### src/core/flash_ctl_pkg.sv
package flash_ctl_pkg;
  // Register offsets; printed offsets are not all multiples of four, so each is an index.
  localparam logic [15:0] IDX_AREA_PROTECT = 16'ha012;
  localparam logic [15:0] IDX_CODE_PROTECT = 16'ha013;
  localparam logic [15:0] IDX_FLASH_CMD    = 16'ha020;
  localparam logic [15:0] IDX_FLASH_DATA   = 16'ha021;
  localparam logic [15:0] IDX_ADDR_HIGH    = 16'ha022;
  localparam logic [15:0] IDX_ADDR_LOW     = 16'ha023;
  localparam logic [15:0] IDX_CLK_SCALE    = 16'ha024;
  localparam logic [15:0] IDX_LIN_UNLOCK   = 16'ha014;
  localparam logic [15:0] IDX_EXT_KEY_BASE = 16'ha018;
  localparam logic [15:0] IDX_EXT_CTRL     = 16'ha017;
  localparam int          BUS_AW           = 18;
  // Reset values and the code unlock key.
  localparam logic [7:0] RST_AREA_PROTECT = 8'h0f;
  localparam logic [7:0] RST_CMD_TIMEOUT  = 8'h04;
  localparam logic [7:0] RST_CLK_SCALE    = 8'h25;
  localparam logic [7:0] CODE_UNLOCK_KEY  = 8'h55;
  // Command codes, one-hot.
  localparam logic [4:0] CMD_MAIN_READ  = 5'h10;
  localparam logic [4:0] CMD_MAIN_ERASE = 5'h08;
  localparam logic [4:0] CMD_MAIN_WRITE = 5'h04;
  localparam logic [4:0] CMD_INFO_READ  = 5'h02;
  localparam logic [4:0] CMD_INFO_WRITE = 5'h01;
  // Command register fields.
  localparam int CMD_VERIFY_BIT = 7;
  localparam int CMD_BUSY_BIT   = 6;
  localparam int CMD_FAIL_BIT   = 5;
  // Array geometry.
  localparam logic [15:0] MAIN_LAST     = 16'h7fff;
  localparam logic [15:0] BOOT_FIRST    = 16'h7000;
  localparam logic [15:0] CODE_LAST     = 16'h6fff;
  localparam logic [15:0] KEY_FIRST     = 16'h6ff8;
  localparam logic [15:0] INFO_LAST     = 16'h007f;
  localparam logic [15:0] AREA1_FIRST   = 16'h1000;
  localparam logic [15:0] AREA2_FIRST   = 16'h3000;
  localparam logic [15:0] AREA3_FIRST   = 16'h5000;
  localparam int          SECTOR_BITS   = 9;
  localparam int          INFO_WORDS    = 128;
  // Timing.
  localparam longint CLK_HZ         = 20000000;
  localparam longint UNLOCK_WAIT_MS = 1000;
  localparam longint LIN_WINDOW_MS  = 5000;
  localparam longint UNLOCK_WAIT_CYC = CLK_HZ * UNLOCK_WAIT_MS / 1000;
  localparam longint LIN_WINDOW_CYC  = CLK_HZ * LIN_WINDOW_MS / 1000;
  localparam int     LIN_PATTERN_LEN = 8;
  localparam logic [7:0] LIN_PATTERN = 8'ha5;
  localparam int     ARRAY_LATENCY   = 2;
  typedef enum logic [2:0] {
    ST_IDLE  = 3'b000,
    ST_RUN   = 3'b001,
    ST_CHECK = 3'b011,
    ST_DONE  = 3'b010
  } seq_state_e;
  // Write counts per timeout select.
  function automatic logic [15:0] write_limit(input logic [2:0] sel);
    case (sel)
      3'd0: write_limit = 16'd55;
      3'd1: write_limit = 16'd60;
      3'd2: write_limit = 16'd65;
      3'd3: write_limit = 16'd69;
      3'd4: write_limit = 16'd75;
      3'd5: write_limit = 16'd80;
      3'd6: write_limit = 16'd85;
      default: write_limit = 16'd89;
    endcase
  endfunction
  // Erase counts per timeout select.
  function automatic logic [15:0] erase_limit(input logic [2:0] sel);
    case (sel)
      3'd0: erase_limit = 16'd5435;
      3'd1: erase_limit = 16'd5953;
      3'd2: erase_limit = 16'd6452;
      3'd3: erase_limit = 16'd6897;
      3'd4: erase_limit = 16'd7408;
      3'd5: erase_limit = 16'd7906;
      3'd6: erase_limit = 16'd8404;
      default: erase_limit = 16'd8889;
    endcase
  endfunction
endpackage

### src/core/info_once_mem.sv
`timescale 1ns/10ps
`default_nettype none
// Tracks which info-block bytes have been programmed; read data is registered.
module info_once_mem (
  // Clock and reset.
  input  wire logic       mclk,
  input  wire logic       rst_n,
  input  wire logic       clk_en,
  // Access.
  input  wire logic [6:0] addr,
  input  wire logic       mark,
  output logic            used_q
);
  logic [127:0] used_bits_q;  // One flag per byte.
  // Flags clear on reset since the mirror is volatile.
  always_ff @(posedge mclk or negedge rst_n) begin
    if (!rst_n) begin
      used_bits_q <= '0;
      used_q      <= 1'b0;
    end else if (clk_en) begin
      if (mark) begin
        used_bits_q[addr] <= 1'b1;
      end
      used_q <= used_bits_q[addr];
    end
  end
endmodule
`default_nettype wire

### src/core/flash_ctl.sv
// Implementation choice: the Avalon-MM interface to the registers.
`timescale 1ns/10ps
`default_nettype none
// Overview of operation
// - Info bytes program once, never erased.
// - Boot area 0x7000-0x7fff refused for write and erase.
// - Protected targets leave array, set fail.
// - External mode unlocks on matching key.
// - Locked external mode permits mass erase only.
// - Write read-back clears verify on mismatch.
// - Busy high while a command runs.
// - Fail set on error, cleared by command.
// - Timeout select picks write/erase counts.
// - One-hot five-bit command decode.
// - Invalid code fails without executing.
// - Program clock is scaled by (scaler+1)/256.
// - Lower four area bits reset to one, clear-only.
// - Area bits map to address ranges.
// - Upper four area bits tied zero.
// - Code protection on after reset.
// - Key 55 unlocks after one second.
// - LIN edge bits alternate, so A5 never matches; no LIN unlock.
// - Status reads one when unlocked.
// - Bus stalls until command completes.
// - Erase covers 512-byte sectors.
module flash_ctl
  import flash_ctl_pkg::*;
#(
  parameter longint UNLOCK_WAIT = flash_ctl_pkg::UNLOCK_WAIT_CYC,
  parameter longint LIN_WINDOW  = flash_ctl_pkg::LIN_WINDOW_CYC
) (
  // Clock, reset and enable.
  input  wire logic                        mclk,
  input  wire logic                        rst_n,
  input  wire logic                        clk_en,
  // Avalon-MM slave.
  input  wire logic [flash_ctl_pkg::BUS_AW-1:0] avs_address,
  input  wire logic                        avs_read,
  input  wire logic                        avs_write,
  input  wire logic [31:0]                 avs_writedata,
  input  wire logic [3:0]                  avs_byteenable,
  output logic [31:0]                      avs_readdata,
  output logic                             avs_waitrequest,
  output logic [1:0]                       avs_response,
  // Flash array.
  output logic [15:0]                      fl_addr,
  output logic [7:0]                       fl_wdata,
  output logic                             fl_read,
  output logic                             fl_write,
  output logic                             fl_erase,
  output logic                             fl_mass_erase,
  output logic                             fl_info_sel,
  input  wire logic [7:0]                  fl_rdata,
  input  wire logic                        fl_done,
  // Pins.
  input  wire logic                        lin_rx_pin,
  input  wire logic                        ext_prog_mode,
  output logic                             program_clock
);
  import flash_ctl_pkg::*;

  // Software registers.
  logic [7:0]  area_protect_q;   // Clear-only protection bits.
  logic [7:0]  flash_data_q;     // Data byte.
  logic [15:0] addr_q;           // Target address.
  logic [7:0]  scale_q;          // Program clock scaler.
  logic [2:0]  timeout_sel_q;    // Timeout select.
  logic        verify_ok_q;      // Write read-back result.
  logic        fail_q;           // Last command failed.
  logic [4:0]  cmd_q;            // Last command code.
  logic [63:0] ext_key_q;        // Key supplied by the tester.
  logic        ext_unlock_q;     // Key matched.
  logic        mass_req_q;       // Mass erase request.
  // Code protection.
  logic        code_open_q;      // One while code protection is off.
  logic        sw_pending_q;     // Software unlock waiting.
  logic [31:0] sw_wait_q;        // Unlock wait counter.
  logic [31:0] lin_win_q;        // Time since reset.
  logic [7:0]  lin_shift_q;      // Sampled LIN bits.
  logic [3:0]  lin_cnt_q;        // Valid sampled bits.
  logic        lin_prev_q;       // Last LIN level.
  // Sequencer.
  seq_state_e  state_q;
  logic [15:0] tick_q;           // Program clock ticks.
  logic [8:0]  acc_q;            // Program clock accumulator.
  logic        pclk_tick;        // One program clock period.
  logic        info_used;        // Info byte already written.
  logic        info_mark;        // Mark info byte used.
  logic        busy;
  // Bus decode.
  logic [15:0] idx;
  logic        wr_hit, rd_hit;
  logic        resp_q;           // Answer phase.
  logic [31:0] rdata_d;
  logic        err_d;

  assign idx  = avs_address[17:2];
  assign busy = (state_q != ST_IDLE);

  // Range test shared by several checks.
  function automatic logic in_range(input logic [15:0] a, input logic [15:0] lo,
                                    input logic [15:0] hi);
    in_range = (a >= lo) && (a <= hi);
  endfunction

  // Area bit guarding an address; ones mean writable.
  function automatic logic area_open(input logic [15:0] a, input logic [7:0] p);
    if (a < AREA1_FIRST) begin
      area_open = p[0];
    end else if (a < AREA2_FIRST) begin
      area_open = p[1];
    end else if (a < AREA3_FIRST) begin
      area_open = p[2];
    end else if (a < BOOT_FIRST) begin
      area_open = p[3];
    end else begin
      area_open = p[4];
    end
  endfunction

  // A modify of the main array is legal only where every guard allows it.
  function automatic logic main_mod_ok(input logic [15:0] a);
    main_mod_ok = (a <= MAIN_LAST) && !in_range(a, BOOT_FIRST, MAIN_LAST)
                  && area_open(a, area_protect_q)
                  && (code_open_q || !in_range(a, 16'h0000, CODE_LAST));
  endfunction

  // Accumulator divider: overflow rate is mclk*(scale+1)/256.
  always_ff @(posedge mclk or negedge rst_n) begin
    if (!rst_n) begin
      acc_q         <= '0;
      program_clock <= 1'b0;
    end else if (clk_en) begin
      acc_q         <= {1'b0, acc_q[7:0]} + {1'b0, scale_q} + 9'd1;
      program_clock <= acc_q[7];
    end
  end
  assign pclk_tick = acc_q[8];

  // Avalon decode; writes accepted only while idle to honour the stall.
  assign wr_hit = avs_write && !resp_q;
  assign rd_hit = avs_read && !resp_q;

  // Waitrequest holds while a command runs, then one answer cycle.
  always_ff @(posedge mclk or negedge rst_n) begin
    if (!rst_n) begin
      resp_q          <= 1'b0;
      avs_waitrequest <= 1'b1;
      avs_readdata    <= '0;
      avs_response    <= 2'b00;
    end else if (clk_en) begin
      if (resp_q) begin
        resp_q          <= 1'b0;
        avs_waitrequest <= 1'b1;
      end else if ((wr_hit || rd_hit) && !busy) begin
        resp_q          <= 1'b1;
        avs_waitrequest <= 1'b0;
        avs_readdata    <= rdata_d;
        avs_response    <= err_d ? 2'b10 : 2'b00;
      end
    end
  end

  // Read mux; unmapped addresses answer slave error with zero data.
  always_comb begin
    rdata_d = '0;
    err_d   = 1'b0;
    if (idx == IDX_AREA_PROTECT) begin
      rdata_d[7:0] = {4'h0, area_protect_q[3:0]};
    end else if (idx == IDX_CODE_PROTECT) begin
      rdata_d[0] = code_open_q;
    end else if (idx == IDX_FLASH_CMD) begin
      rdata_d[7:0] = {verify_ok_q, busy, fail_q, cmd_q};
    end else if (idx == IDX_FLASH_DATA) begin
      rdata_d[7:0] = flash_data_q;
    end else if (idx == IDX_ADDR_HIGH) begin
      rdata_d[7:0] = addr_q[15:8];
    end else if (idx == IDX_ADDR_LOW) begin
      rdata_d[7:0] = addr_q[7:0];
    end else if (idx == IDX_CLK_SCALE) begin
      rdata_d[7:0] = scale_q;
    end else if (idx == IDX_EXT_CTRL) begin
      rdata_d[1:0] = {mass_req_q, ext_unlock_q};
    end else if (idx >= IDX_EXT_KEY_BASE && idx < IDX_EXT_KEY_BASE + 16'd8) begin
      rdata_d[7:0] = 8'h00;
    end else if (idx == IDX_LIN_UNLOCK) begin
      rdata_d[0] = lin_win_q < 32'(LIN_WINDOW);
    end else begin
      err_d = 1'b1;
    end
  end

  // Plain software registers; writes taken at the answer edge only while idle.
  always_ff @(posedge mclk or negedge rst_n) begin
    if (!rst_n) begin
      area_protect_q <= RST_AREA_PROTECT;
      flash_data_q   <= '0;
      addr_q         <= '0;
      scale_q        <= RST_CLK_SCALE;
      timeout_sel_q  <= RST_CMD_TIMEOUT[2:0];
      ext_key_q      <= '0;
    end else if (clk_en) begin
      if (avs_write && resp_q && avs_byteenable[0] && !busy) begin
        if (idx == IDX_AREA_PROTECT) begin
          area_protect_q <= area_protect_q & avs_writedata[7:0] & 8'h0f;
        end else if (idx == IDX_FLASH_DATA) begin
          flash_data_q <= avs_writedata[7:0];
        end else if (idx == IDX_ADDR_HIGH) begin
          addr_q[15:8] <= avs_writedata[7:0];
        end else if (idx == IDX_ADDR_LOW) begin
          addr_q[7:0] <= avs_writedata[7:0];
        end else if (idx == IDX_CLK_SCALE) begin
          scale_q <= avs_writedata[7:0];
        end else if (idx == IDX_FLASH_CMD) begin
          timeout_sel_q <= avs_writedata[7:5];
        end else if (idx >= IDX_EXT_KEY_BASE && idx < IDX_EXT_KEY_BASE + 16'd8) begin
          ext_key_q[8*idx[2:0] +: 8] <= avs_writedata[7:0];
        end
      end
      if (state_q == ST_CHECK && (cmd_q == CMD_MAIN_READ || cmd_q == CMD_INFO_READ)) begin
        flash_data_q <= fl_rdata;
      end
    end
  end

  // Code protection: software key with delay; LIN edge bits within the window alternate and never match LIN_PATTERN.
  always_ff @(posedge mclk or negedge rst_n) begin
    if (!rst_n) begin
      code_open_q  <= 1'b0;
      sw_pending_q <= 1'b0;
      sw_wait_q    <= '0;
      lin_win_q    <= '0;
      lin_shift_q  <= '0;
      lin_cnt_q    <= '0;
      lin_prev_q   <= 1'b1;
    end else if (clk_en) begin
      lin_prev_q <= lin_rx_pin;
      if (lin_win_q < 32'(LIN_WINDOW)) begin
        lin_win_q <= lin_win_q + 32'd1;
        if (lin_rx_pin != lin_prev_q) begin
          lin_shift_q <= {lin_shift_q[6:0], lin_rx_pin};
          lin_cnt_q   <= (lin_cnt_q == 4'(LIN_PATTERN_LEN)) ? lin_cnt_q : lin_cnt_q + 4'd1;
        end
        if (lin_cnt_q == 4'(LIN_PATTERN_LEN) && lin_shift_q == LIN_PATTERN) begin
          code_open_q <= 1'b1;
        end
      end
      if (sw_pending_q) begin
        if (sw_wait_q >= 32'(UNLOCK_WAIT) - 32'd1) begin
          code_open_q  <= 1'b1;
          sw_pending_q <= 1'b0;
        end else begin
          sw_wait_q <= sw_wait_q + 32'd1;
        end
      end
      if (avs_write && resp_q && avs_byteenable[0] && idx == IDX_CODE_PROTECT) begin
        if (avs_writedata[7:0] == CODE_UNLOCK_KEY) begin
          sw_pending_q <= 1'b1;
          sw_wait_q    <= '0;
        end else begin
          sw_pending_q <= 1'b0;
          code_open_q  <= 1'b0;
        end
      end
    end
  end

  // External programming key check; mass erase is the only action allowed while locked.
  always_ff @(posedge mclk or negedge rst_n) begin
    if (!rst_n) begin
      ext_unlock_q <= 1'b0;
      mass_req_q   <= 1'b0;
    end else if (clk_en) begin
      if (!ext_prog_mode) begin
        ext_unlock_q <= 1'b0;
      end else if (state_q == ST_CHECK && cmd_q == 5'h00) begin
        ext_unlock_q <= (fl_rdata != 8'h00) ? ext_unlock_q : ext_unlock_q;
      end
      if (avs_write && resp_q && idx == IDX_EXT_CTRL && ext_prog_mode) begin
        ext_unlock_q <= avs_writedata[0] && (ext_key_q == {8{CODE_UNLOCK_KEY}});
        mass_req_q   <= avs_writedata[1];
      end else if (mass_req_q) begin
        mass_req_q <= 1'b0;
      end
    end
  end

  // Command sequencer.
  logic        legal;
  logic [15:0] limit;
  info_once_mem u_info (
    .mclk   (mclk),
    .rst_n  (rst_n),
    .clk_en (clk_en),
    .addr   (addr_q[6:0]),
    .mark   (info_mark),
    .used_q (info_used)
  );
  assign info_mark = (state_q == ST_CHECK) && (cmd_q == CMD_INFO_WRITE) && !fail_q;

  always_comb begin
    legal = 1'b0;
    limit = erase_limit(timeout_sel_q);
    case (cmd_q)
      CMD_MAIN_READ:  legal = addr_q <= MAIN_LAST;
      CMD_MAIN_ERASE: legal = main_mod_ok({addr_q[15:SECTOR_BITS], 9'h000});
      CMD_MAIN_WRITE: legal = main_mod_ok(addr_q);
      CMD_INFO_READ:  legal = addr_q <= INFO_LAST;
      CMD_INFO_WRITE: legal = (addr_q <= INFO_LAST) && !info_used;
      default:        legal = 1'b0;
    endcase
    if (ext_prog_mode && !ext_unlock_q) begin
      legal = 1'b0;
    end
    if (cmd_q == CMD_MAIN_WRITE || cmd_q == CMD_INFO_WRITE) begin
      limit = write_limit(timeout_sel_q);
    end
  end

  // State, status and array strobes.
  always_ff @(posedge mclk or negedge rst_n) begin
    if (!rst_n) begin
      state_q       <= ST_IDLE;
      cmd_q         <= '0;
      fail_q        <= 1'b0;
      verify_ok_q   <= 1'b1;
      tick_q        <= '0;
      fl_addr       <= '0;
      fl_wdata      <= '0;
      fl_read       <= 1'b0;
      fl_write      <= 1'b0;
      fl_erase      <= 1'b0;
      fl_mass_erase <= 1'b0;
      fl_info_sel   <= 1'b0;
    end else if (clk_en) begin
      fl_mass_erase <= mass_req_q;
      case (state_q)
        ST_IDLE: begin
          if (avs_write && resp_q && idx == IDX_FLASH_CMD && avs_byteenable[0]) begin
            cmd_q       <= avs_writedata[4:0];
            fail_q      <= 1'b0;
            verify_ok_q <= 1'b1;
            tick_q      <= '0;
            state_q     <= ST_RUN;
          end
        end
        ST_RUN: begin
          if (!legal) begin
            fail_q  <= 1'b1;
            state_q <= ST_DONE;
          end else begin
            fl_addr     <= cmd_q == CMD_MAIN_ERASE ? {addr_q[15:SECTOR_BITS], 9'h000} : addr_q;
            fl_wdata    <= flash_data_q;
            fl_info_sel <= cmd_q[1] | cmd_q[0];
            fl_read     <= cmd_q == CMD_MAIN_READ || cmd_q == CMD_INFO_READ;
            fl_write    <= cmd_q == CMD_MAIN_WRITE || cmd_q == CMD_INFO_WRITE;
            fl_erase    <= cmd_q == CMD_MAIN_ERASE;
            state_q     <= ST_CHECK;
          end
        end
        ST_CHECK: begin
          if (pclk_tick) begin
            tick_q <= tick_q + 16'd1;
          end
          if (fl_done) begin
            fl_read  <= 1'b0;
            fl_write <= 1'b0;
            fl_erase <= 1'b0;
            if (fl_write && fl_rdata != fl_wdata) begin
              verify_ok_q <= 1'b0;
            end
            state_q <= ST_DONE;
          end else if (!fl_read && tick_q >= limit) begin
            fl_write <= 1'b0;
            fl_erase <= 1'b0;
            fail_q   <= 1'b1;
            state_q  <= ST_DONE;
          end
        end
        default: begin
          state_q <= ST_IDLE;
        end
      endcase
    end
  end

  // Protection bits never rise after reset.
  area_clear_a: assert property (@(posedge mclk) disable iff (!rst_n)
    (area_protect_q & ~$past(area_protect_q)) == 8'h00) else $error("area bit rose");
  upper_tied_a: assert property (@(posedge mclk) disable iff (!rst_n)
    area_protect_q[7:4] == 4'h0) else $error("upper area bit set");
  bad_code_a: assert property (@(posedge mclk) disable iff (!rst_n)
    (state_q == ST_RUN && clk_en && !(cmd_q inside {5'h10, 5'h08, 5'h04, 5'h02, 5'h01}))
    |=> fail_q && !fl_write && !fl_erase) else $error("bad code ran");
  boot_safe_a: assert property (@(posedge mclk) disable iff (!rst_n)
    fl_write && !fl_info_sel |-> !(fl_addr >= BOOT_FIRST && fl_addr <= MAIN_LAST))
    else $error("boot area written");
  busy_stall_a: assert property (@(posedge mclk) disable iff (!rst_n)
    busy |-> avs_waitrequest || resp_q) else $error("bus not stalled");
  new_cmd_a: assert property (@(posedge mclk) disable iff (!rst_n)
    state_q == ST_IDLE ##1 state_q == ST_RUN |-> !fail_q && verify_ok_q)
    else $error("status not cleared");
  // The window is judged one cycle back, since the counter steps on the same edge.
  prot_on_a: assert property (@(posedge mclk) disable iff (!rst_n)
    $rose(code_open_q) |-> $past(sw_pending_q) || $past(lin_win_q) < 32'(LIN_WINDOW))
    else $error("unlock without cause");
  locked_ext_a: assert property (@(posedge mclk) disable iff (!rst_n)
    ext_prog_mode && !ext_unlock_q && state_q == ST_RUN |=> !fl_write && !fl_erase && !fl_read)
    else $error("locked access ran");
endmodule
`default_nettype wire

### config.mk
export PLATFORM = sky130hd
export DESIGN_NAME = flash_ctl
export DESIGN_NICKNAME = d
export VERILOG_FILES = /design/src/core/flash_ctl_pkg.sv /design/src/core/info_once_mem.sv /design/src/core/flash_ctl.sv
export SDC_FILE = /design/constraint.sdc
export NUM_CORES = 1
export LEC_CHECK = 0
export ABC_AREA = 1
export BUFFER_PORTS_ARGS = -buffer_cell sky130_fd_sc_hd__buf_2
export CAP_MARGIN = 20
export CORE_ASPECT_RATIO = 0.9
export CORE_MARGIN = 2
export CORE_UTILIZATION = 40
export DETAILED_ROUTE_END_ITERATION = 8
export MAX_ROUTING_LAYER = met4
export PLACE_DENSITY = 0.56
export RECOVER_POWER = 25
export SYNTH_ARGS = -nofsm -noshare
export SYNTH_HDL_FRONTEND = slang
export SYNTH_HIERARCHICAL = 1
export SYNTH_SLANG_ARGS = --single-unit
### constraint.sdc
create_clock -name mclk -period 2.5 [get_ports mclk]
set_input_delay 0.375 -clock mclk [delete_from_list [all_inputs] [get_ports mclk]]
set_output_delay 0.375 -clock mclk [all_outputs]
set_load 0.05 [all_outputs]
After elaboration in Yosys (flattened, before gate mapping)
Index checks and enable logic that the tools add are counted.
{ "word_totals": {"ff_bits": 390, "in_bits": 70, "out_inout_bits": 65, "wordCells": 291} }
{ "classes": {"bitwise_logic": 11, "n_lt_le_gt_ge": 24, "add_sub_neg": 7, "n_eq_ne": 39, "n_reduce_logical": 78, "n_mux": 94, "shift": 2} }
{ "ops": {"columns": ["cell", "count"], "rows": [
  ["$eq A16 B16 Y1 const B", 9],
  ["$mux W32", 4],
  ["$or A128 B128 Y128", 1],
  ["$pmux W14 S7", 1],
  ["$mux W8", 10],
  ["$add A32 B1 Y32 const B", 2],
  ["$bwmux W64", 1],
  ["$eq A64 B63 Y1 const B", 1],
  ["$le A16 B15 Y1 const B", 4],
  ["$lt A16 B15 Y1 const B", 4],
  ["$shift A8 B34 Y64 const A", 1],
  ["$shiftx A8 B34 Y64", 1],
  ["$mux W1", 57],
  ["$pmux W7 S7", 1],
  ["$mux W16", 3],
  ["$neg A6 Y34", 1],
  ["$ge A16 B1 Y1 const B", 2],
  ["$ge A16 B15 Y1 const B", 2],
  ["$ge A32 B25 Y1 const B", 1],
  ["$logic_and A1 B1 Y1", 32],
  ["$lt A16 B13 Y1 const B", 2],
  ["$lt A16 B14 Y1 const B", 2],
  ["$lt A32 B27 Y1 const B", 1],
  ["$pmux W16 S2", 1],
  ["52 further kinds", 111]
]} }

Depth between registers and ports, before layout
{ "logic_depth": {"word_depth": 12, "depth_mapped": 20, "depth_no_buf": 20} }

By module
Netlist, hierarchy kept.
{ "modules_own_cells": {"columns": ["mod", "seq_area_each_um2", "cells_each", "area_per_inst_um2", "n_inst"], "rows": [
  ["flash_ctl", 6495.0, 1973, 14802.9, 1],
  ["info_once_mem", 3228.1, 705, 5818.1, 1]
]} }

Worst setup path after synthesis
No wires, ideal clock.
{ "synth_timing": {"path_kind": "register to register", "from": "register cmd_q[0]", "to": "register fl_erase", "path_buffers": 0, "t_arrival_ns": 2.468, "path_slack_ns": -0.086, "t_required_ns": 2.382, "setup_ns": 0.118, "synth_period_minus_slack_ns": 2.586, "path_stages_with_launch": 19, "path_cell_list": "dfrtp_1 nor2_1 nand4_1 nand2_1 clkinv_1 nand2_1 a22oi_1 a21oi_1 inv_1 ha_1 nand4_1 nor3_1 nand2_1 nand3_1 nand2_1 nand2_1 nand3_1 nand2_1 nand2_1"} }
{ "synth_between": {"elab_chain_cells": 7, "elab_cells_between_ends": 16, "cone_classes": "order compare: 1; eq/ne: 7; mux: 5; reduce/logical: 3"} }
{ "synth_rtl": {"columns": ["item", "line", "rtl"], "rows": [
  ["start: declaration", "flash_ctl.sv:70", "logic [4:0] cmd_q;"],
  ["start signal: assignment", "flash_ctl.sv:340", "cmd_q <= avs_writedata[4:0];"],
  ["$eq A5 B3 Y1 / $eq A5 B1 Y1 (equally long branches)", "flash_ctl.sv:304, flash_ctl.sv:315", null],
  ["$logic_or A1 B1 Y1", "flash_ctl.sv:315", "if (cmd_q == CMD_MAIN_WRITE || cmd_q == CMD_INFO_WRITE) begin"],
  ["$mux W16", "flash_ctl.sv:315", null],
  ["$ge A16 B16 Y1", "flash_ctl.sv:373", "end else if (!fl_read && tick_q >= limit) begin"],
  ["$logic_and A1 B1 Y1", "flash_ctl.sv:373", null],
  ["$ne A3 B2 Y1 (no source line)", null, null],
  ["$reduce_and A4 Y1 (no source line)", null, null],
  ["end signal: assignment", "flash_ctl.sv:357", "fl_erase <= cmd_q == CMD_MAIN_ERASE;"],
  ["end signal: assignment", "flash_ctl.sv:368", "fl_erase <= 1'b0;"],
  ["end signal: assignment", "flash_ctl.sv:375", "fl_erase <= 1'b0;"],
  ["end: declaration", "flash_ctl.sv:50", "output logic fl_erase,"]
]} }
Parallel ways exist; a longest one is shown, timed or not. The select of a mux whose other input is x is not followed.
A chain may end at the register's enable or synchronous reset.

Final worst setup path
{ "layout_timing": {"from": "register cmd_q[1]", "to": "register fl_write"} }
{ "layout_between": {"elab_chain_cells": 7, "elab_cells_between_ends": 16, "cone_classes": "order compare: 1; eq/ne: 7; mux: 5; reduce/logical: 3"} }
{ "layout_rtl": {"columns": ["item", "line", "rtl"], "rows": [
  ["$eq A5 B3 Y1 / $eq A5 B1 Y1 (equally long branches)", "flash_ctl.sv:304, flash_ctl.sv:315, flash_ctl.sv:356", null],
  ["$logic_or A1 B1 Y1", "flash_ctl.sv:315, flash_ctl.sv:356", null],
  ["$mux W16", "flash_ctl.sv:315", null],
  ["$ge A16 B16 Y1", "flash_ctl.sv:373", null],
  ["$logic_and A1 B1 Y1", "flash_ctl.sv:373", null],
  ["$ne A3 B2 Y1 (no source line)", null, null],
  ["$reduce_and A4 Y1 (no source line)", null, null],
  ["end signal: assignment", "flash_ctl.sv:356", "fl_write <= cmd_q == CMD_MAIN_WRITE || cmd_q == CMD_INFO_WRITE;"],
  ["end signal: assignment", "flash_ctl.sv:367", "fl_write <= 1'b0;"],
  ["end signal: assignment", "flash_ctl.sv:374", "fl_write <= 1'b0;"],
  ["end: declaration", "flash_ctl.sv:49", "output logic fl_write,"]
]} }
Parallel ways exist; a longest one is shown, timed or not. The select of a mux whose other input is x is not followed.

==> impl_metrics.prom <==
# TYPE chip_impl_metric gauge
chip_impl_info{name="status",value="finished, violations left"} 1
chip_impl_info{name="failed_checks",value="negative setup slack"} 1
chip_impl_info{name="highest_delay_cell_along_the_critical_path",value="sky130_fd_sc_hd__dfrtp_1"} 1
chip_impl_metric{name="cts.path.max_buffers",unit=""} 3
chip_impl_metric{name="clk_transition_reported_paths",unit="ns"} 0.06
chip_impl_metric{name="drive_gt1_share",unit="%"} 12.1
chip_impl_metric{name="holdWs",unit="ns"} 0.0928
chip_impl_metric{name="cap_viol_max_count",unit=""} 0
chip_impl_metric{name="first_global_vias",unit=""} 17500
chip_impl_metric{name="power.density",unit="nW/µm²"} 630
chip_impl_metric{name="cpPeakStageDelay",unit="ns"} 0.40
chip_impl_metric{name="path_buf_inv",unit=""} 2
chip_impl_metric{name="place_worst_setup_slack",unit="ns"} -0.126
chip_impl_metric{name="synth_simple_gate_area_share",unit="%"} 26.5
chip_impl_info{name="clock_tree_from_tritoncts",value="yes"} 1
chip_impl_metric{name="die_height",unit="µm"} 219
chip_impl_metric{name="detailedRoute.firstIterationViolations",unit=""} 1270
chip_impl_metric{name="p_leak",unit="nW"} 11.8
chip_impl_metric{name="overflow",unit=""} 0
chip_impl_metric{name="clock_insertion_delay_worst_skew",unit="ns"} 0.60
chip_impl_metric{name="dr_pass1_iterations",unit=""} 5
chip_impl_metric{name="sum_of_net_half_perimeters_after_detailed_placement",unit="µm"} 41000
chip_impl_metric{name="r2r_slack",unit="ns"} -0.04
chip_impl_metric{name="final_period_minus_worst_setup_slack",unit="ns"} 2.54
chip_impl_metric{name="crit_fanout",unit=""} 6
chip_impl_metric{name="fin_tns_setup",unit="ns"} -0.145
chip_impl_metric{name="tightestPinTransition",unit="ns"} 0.603
chip_impl_info{name="hold-path-endpoint",value="flash_data_q[1]"} 1
chip_impl_info{name="crit_path_start_kind",value="flip-flop"} 1
chip_impl_info{name="critical_path.reg2reg.startpoint",value="cmd_q[1]"} 1
chip_impl_metric{name="ys.warnings.count",unit=""} 6
chip_impl_metric{name="floorplan.die_area",unit="µm²"} 53400
chip_impl_metric{name="fmax",unit="MHz"} 393
chip_impl_metric{name="timing.max_slew.rel_slack",unit="%"} 59.8
chip_impl_metric{name="cp.required",unit="ns"} 2.97
chip_impl_metric{name="route.final.wire_length",unit="µm"} 57900
chip_impl_metric{name="depth_of_the_most_critical_reg_to_reg_path",unit=""} 18
chip_impl_info{name="criticalPathCategory",value="flip-flop to flip-flop"} 1
chip_impl_metric{name="synth_compound_area_share",unit="%"} 12.3
chip_impl_metric{name="drc",unit=""} 0
chip_impl_metric{name="gp_routability_congestion",unit=""} 0.945
chip_impl_metric{name="grt_pass1_wl",unit="µm"} 94200
chip_impl_info{name="min_path_type",value="input pin to flip-flop"} 1
chip_impl_metric{name="crit_cells",unit=""} 18
chip_impl_metric{name="final_util",unit="%"} 47.7
chip_impl_metric{name="floorplan.die.width",unit="µm"} 243
chip_impl_metric{name="global_route.usage.total",unit="%"} 22.6
chip_impl_metric{name="postLayoutSetupSlackWorst",unit="ns"} -0.0423
chip_impl_metric{name="route.detailed.vias_per_inst",unit=""} 5.11
chip_impl_metric{name="synth_cell_area",unit="µm²"} 20600
chip_impl_metric{name="antenna_found_initial",unit=""} 0
chip_impl_metric{name="io_pins",unit=""} 135
chip_impl_metric{name="floorplan.initialDensity",unit="%"} 40.7
chip_impl_metric{name="timing.final.hold_violations",unit=""} 0
chip_impl_info{name="synth_top_family_by_area",value="simple AND/OR/NAND/NOR gates"} 1
chip_impl_metric{name="clock_buffers_created_by_tritoncts",unit=""} 45
chip_impl_metric{name="grt_start_max_net_pins",unit=""} 82
chip_impl_metric{name="rows",unit=""} 78
chip_impl_metric{name="n_antenna_cell",unit=""} 0
chip_impl_metric{name="seq_cells_post_synth",unit=""} 388
chip_impl_info{name="crit_path_start",value="cmd_q[1]"} 1
chip_impl_info{name="ys_dominant_reg_cell",value="sky130_fd_sc_hd__dfrtp_1"} 1
chip_impl_info{name="worst_setup_end_kind",value="flip-flop"} 1
chip_impl_info{name="critical_path.cell_chain",value="nor2_2 -> nand4_1 -> nand2_4 -> inv_4 -> nand2_4 -> a22oi_2 -> a21oi_1 -> inv_1 -> ha_4 -> nand4_1 -> nor3_2 -> nand2_1 -> nand3_2 -> nand2_2 -> nand2_4 -> nand3_2 -> nand2_1 -> nand2_1"} 1
chip_impl_info{name="cell_family_with_the_largest_share_of_critical_path_delay",value="simple AND/OR/NAND/NOR gates"} 1
chip_impl_metric{name="slew_violations",unit=""} 0
chip_impl_metric{name="routed_via_count",unit=""} 18100
chip_impl_metric{name="arrival",unit="ns"} 3.01
chip_impl_metric{name="synthDistinctLibCells",unit=""} 49
chip_impl_metric{name="number_of_nets_in_the_layout",unit=""} 2939
chip_impl_metric{name="tritoncts_num_sinks",unit=""} 388
chip_impl_metric{name="ant_nets",unit=""} 0
chip_impl_metric{name="syn_avg_cell_area",unit="µm²"} 7.70
chip_impl_metric{name="worstHoldPathCells",unit=""} 3
chip_impl_metric{name="synth-edff-count",unit=""} 0
chip_impl_metric{name="synth-adder-area-share",unit="%"} 2.28
chip_impl_metric{name="synth_mux_area_share",unit="%"} 0.0546
chip_impl_metric{name="period_share",unit="%"} 102
chip_impl_metric{name="standard_cell_core_area",unit="µm²"} 50700
chip_impl_metric{name="fin_worst_skew",unit="ns"} 0.0362
chip_impl_metric{name="numPortBuffers",unit=""} 80
chip_impl_info{name="worstHoldStart",value="fl_rdata[1]"} 1
chip_impl_info{name="cts.root.buffer_cell",value="sky130_fd_sc_hd__clkbuf_16"} 1
chip_impl_metric{name="syn_inst",unit=""} 2678
chip_impl_metric{name="cts_max_level",unit=""} 2
chip_impl_metric{name="seq_area_frac_synth",unit="%"} 47.2
chip_impl_info{name="rr_endpoint",value="fl_write"} 1
chip_impl_metric{name="syn2layout_area_growth",unit="%"} 17.2
chip_impl_metric{name="detail_route.wl_per_cell",unit="µm"} 16.3
chip_impl_metric{name="yosys.area_share.xor_xnor",unit="%"} 2.25
chip_impl_metric{name="postSynth.asyncResetShare",unit="%"} 100
chip_impl_info{name="rsz_0062_raised_after_global_routing",value="yes"} 1
chip_impl_metric{name="power.ir.vdd_worst",unit="mV"} 0.490
chip_impl_metric{name="fillCellCount",unit=""} 5011
chip_impl_metric{name="setup_violations",unit=""} 5
## kinds of logic (layout without fill, tap and decap cells)
family | count (synthesis) | after routing
other cells | 1 | 25
fa+ha+maj | 37 | 37
xor+xnor | 53 | 53
compound gates | 435 | 435
buf+inv | 475 | 641
simple gates | 1288 | 1288
mux | 1 | 1
flops | 388 | 388
## timing repair
item / CTS / global route
hold buffers: 2 / 0
endpoints found under the setup margin: 5 / 57
setup buffers: 7 / 5
pin swaps: 6 / 21
endpoints found under the hold margin: 48 / 0
cloned: 0 / 2
gates resized for setup: 12 / 38
## per-layer routing
layer,part of all wire (%),GRT usage [%],vias to the layer above
met4,2.6,6.91,0
met2,44,34.3,435
met1,48,31.5,8626
met5,0,-,-
met3,5.1,2.87,89
li1,-,-,8985
## sequential cells by signal, indices dropped and copies added (netlist names), 5 cells and up
register            cells
fl_wdata                8
lin_shift_q             8
scale_q                 8
sw_wait_q              32
fl_addr                16
addr_q                 16
cmd_q                   5
tick_q                 16
acc_q                   9
avs_readdata            8
ext_key_q              64
u_info/used_bits_q    128
lin_win_q              32
flash_data_q            8
## placed cells by master (no fill, tap or decap), types with 7 or more instances in the layout
cell                        Yosys  routed
sky130_fd_sc_hd__nand2_1      729     716
sky130_fd_sc_hd__dfrtp_1      377     376
sky130_fd_sc_hd__inv_1        342     341
sky130_fd_sc_hd__o21ai_0      240     231
sky130_fd_sc_hd__nor2_1       219     216
sky130_fd_sc_hd__nand3_1      176     169
sky130_fd_sc_hd__buf_4         30     106
sky130_fd_sc_hd__buf_2         27      79
sky130_fd_sc_hd__nand4_1       65      65
sky130_fd_sc_hd__clkbuf_16      0      47
sky130_fd_sc_hd__nor3_1        47      46
sky130_fd_sc_hd__xor2_1        45      45
sky130_fd_sc_hd__a21oi_1       44      42
sky130_fd_sc_hd__o31ai_1       41      41
sky130_fd_sc_hd__o211ai_1      35      35
sky130_fd_sc_hd__ha_1          36      35
sky130_fd_sc_hd__o21bai_1      30      30
sky130_fd_sc_hd__conb_1         1      25
sky130_fd_sc_hd__nor4_1        23      23
sky130_fd_sc_hd__o21ai_1       16      23
sky130_fd_sc_hd__o2111ai_1     13      13
sky130_fd_sc_hd__clkbuf_8       0      12
sky130_fd_sc_hd__nand2_2        3      11
sky130_fd_sc_hd__dfstp_2       11      11
sky130_fd_sc_hd__clkinv_1       9       8
sky130_fd_sc_hd__inv_2          8       8
sky130_fd_sc_hd__xnor2_1        8       8
sky130_fd_sc_hd__clkbuf_1      56       8
sky130_fd_sc_hd__clkinv_2       0       8
sky130_fd_sc_hd__buf_12         0       7
## cells in the mapped netlist, types with 11 or more instances
cell,instances,area (µm²)
sky130_fd_sc_hd__xor2_1,45,394
sky130_fd_sc_hd__nand3_1,176,881
sky130_fd_sc_hd__o21ai_0,240,1200
sky130_fd_sc_hd__o2111ai_1,13,114
sky130_fd_sc_hd__nand4_1,65,407
sky130_fd_sc_hd__inv_1,342,1280
sky130_fd_sc_hd__dfstp_2,11,289
sky130_fd_sc_hd__nand2_1,729,2740
sky130_fd_sc_hd__o211ai_1,35,263
sky130_fd_sc_hd__nor2_1,219,822
sky130_fd_sc_hd__a21oi_1,44,220
sky130_fd_sc_hd__buf_2,27,135
sky130_fd_sc_hd__clkbuf_1,56,210
sky130_fd_sc_hd__ha_1,36,450
sky130_fd_sc_hd__o31ai_1,41,308
sky130_fd_sc_hd__buf_4,30,225
sky130_fd_sc_hd__o21ai_1,16,80.1
sky130_fd_sc_hd__nor3_1,47,235
sky130_fd_sc_hd__dfrtp_1,377,9430
sky130_fd_sc_hd__o21bai_1,30,225
sky130_fd_sc_hd__nor4_1,23,144
## per-stage QoR
| step | total power (W) | std cells | cell area [µm²] |
|---|---|---|---|
| finish | 0.0152 | 3548 | 24200 |
| floorplan | 0.00772 | 2702 | 20700 |
| global placement | 0.00825 | 3452 | 22300 |
| detailed placement | 0.00827 | 3452 | 22300 |
| CTS | 0.0154 | 3544 | 24000 |
| global route | 0.0159 | 3548 | 24200 |
## worst max-delay path by stage
stage                             to
after floorplan             fl_erase
after global placement      fl_erase
after detailed placement  state_q[0]
after CTS                     fail_q
after global routing        fl_write
final                       fl_write
## worst register-to-register path, cell delays in order (launching register included)
cell	delay [ns]
sky130_fd_sc_hd__dfrtp_1	0.40
sky130_fd_sc_hd__nor2_2	0.16
sky130_fd_sc_hd__nand4_1	0.21
sky130_fd_sc_hd__nand2_4	0.19
sky130_fd_sc_hd__inv_4	0.05
sky130_fd_sc_hd__nand2_4	0.06
sky130_fd_sc_hd__a22oi_2	0.05
sky130_fd_sc_hd__a21oi_1	0.12
sky130_fd_sc_hd__inv_1	0.08
sky130_fd_sc_hd__ha_4	0.26
sky130_fd_sc_hd__nand4_1	0.13
sky130_fd_sc_hd__nor3_2	0.21
sky130_fd_sc_hd__nand2_1	0.09
sky130_fd_sc_hd__nand3_2	0.08
sky130_fd_sc_hd__nand2_2	0.08
sky130_fd_sc_hd__nand2_4	0.08
sky130_fd_sc_hd__nand3_2	0.08
sky130_fd_sc_hd__nand2_1	0.08
sky130_fd_sc_hd__nand2_1	0.05
## area by class of cell
class / count / area (µm²) / area share [%]
flip-flops and latches: 388 / 9720 / 40.2
repair buffers: 199 / 1440 / 5.95
clock inverters: 18 / 269 / 1.11
multi-input cells: 1839 / 9210 / 38.1
well taps: 680 / 851 / 3.52
clock buffers: 65 / 1320 / 5.47
inverters: 359 / 1350 / 5.60
## where the power goes
group	switching, W	total (W)	leakage (nW)	internal [W]
Sequential	0.000159	0.00661	4.62	0.00645
Combinational	0.00115	0.00158	6.35	0.000429
Clock	0.00273	0.00703	0.785	0.00430
Total	0.00404	0.0152	11.8	0.0112
(Power assumes the default switching activity.)
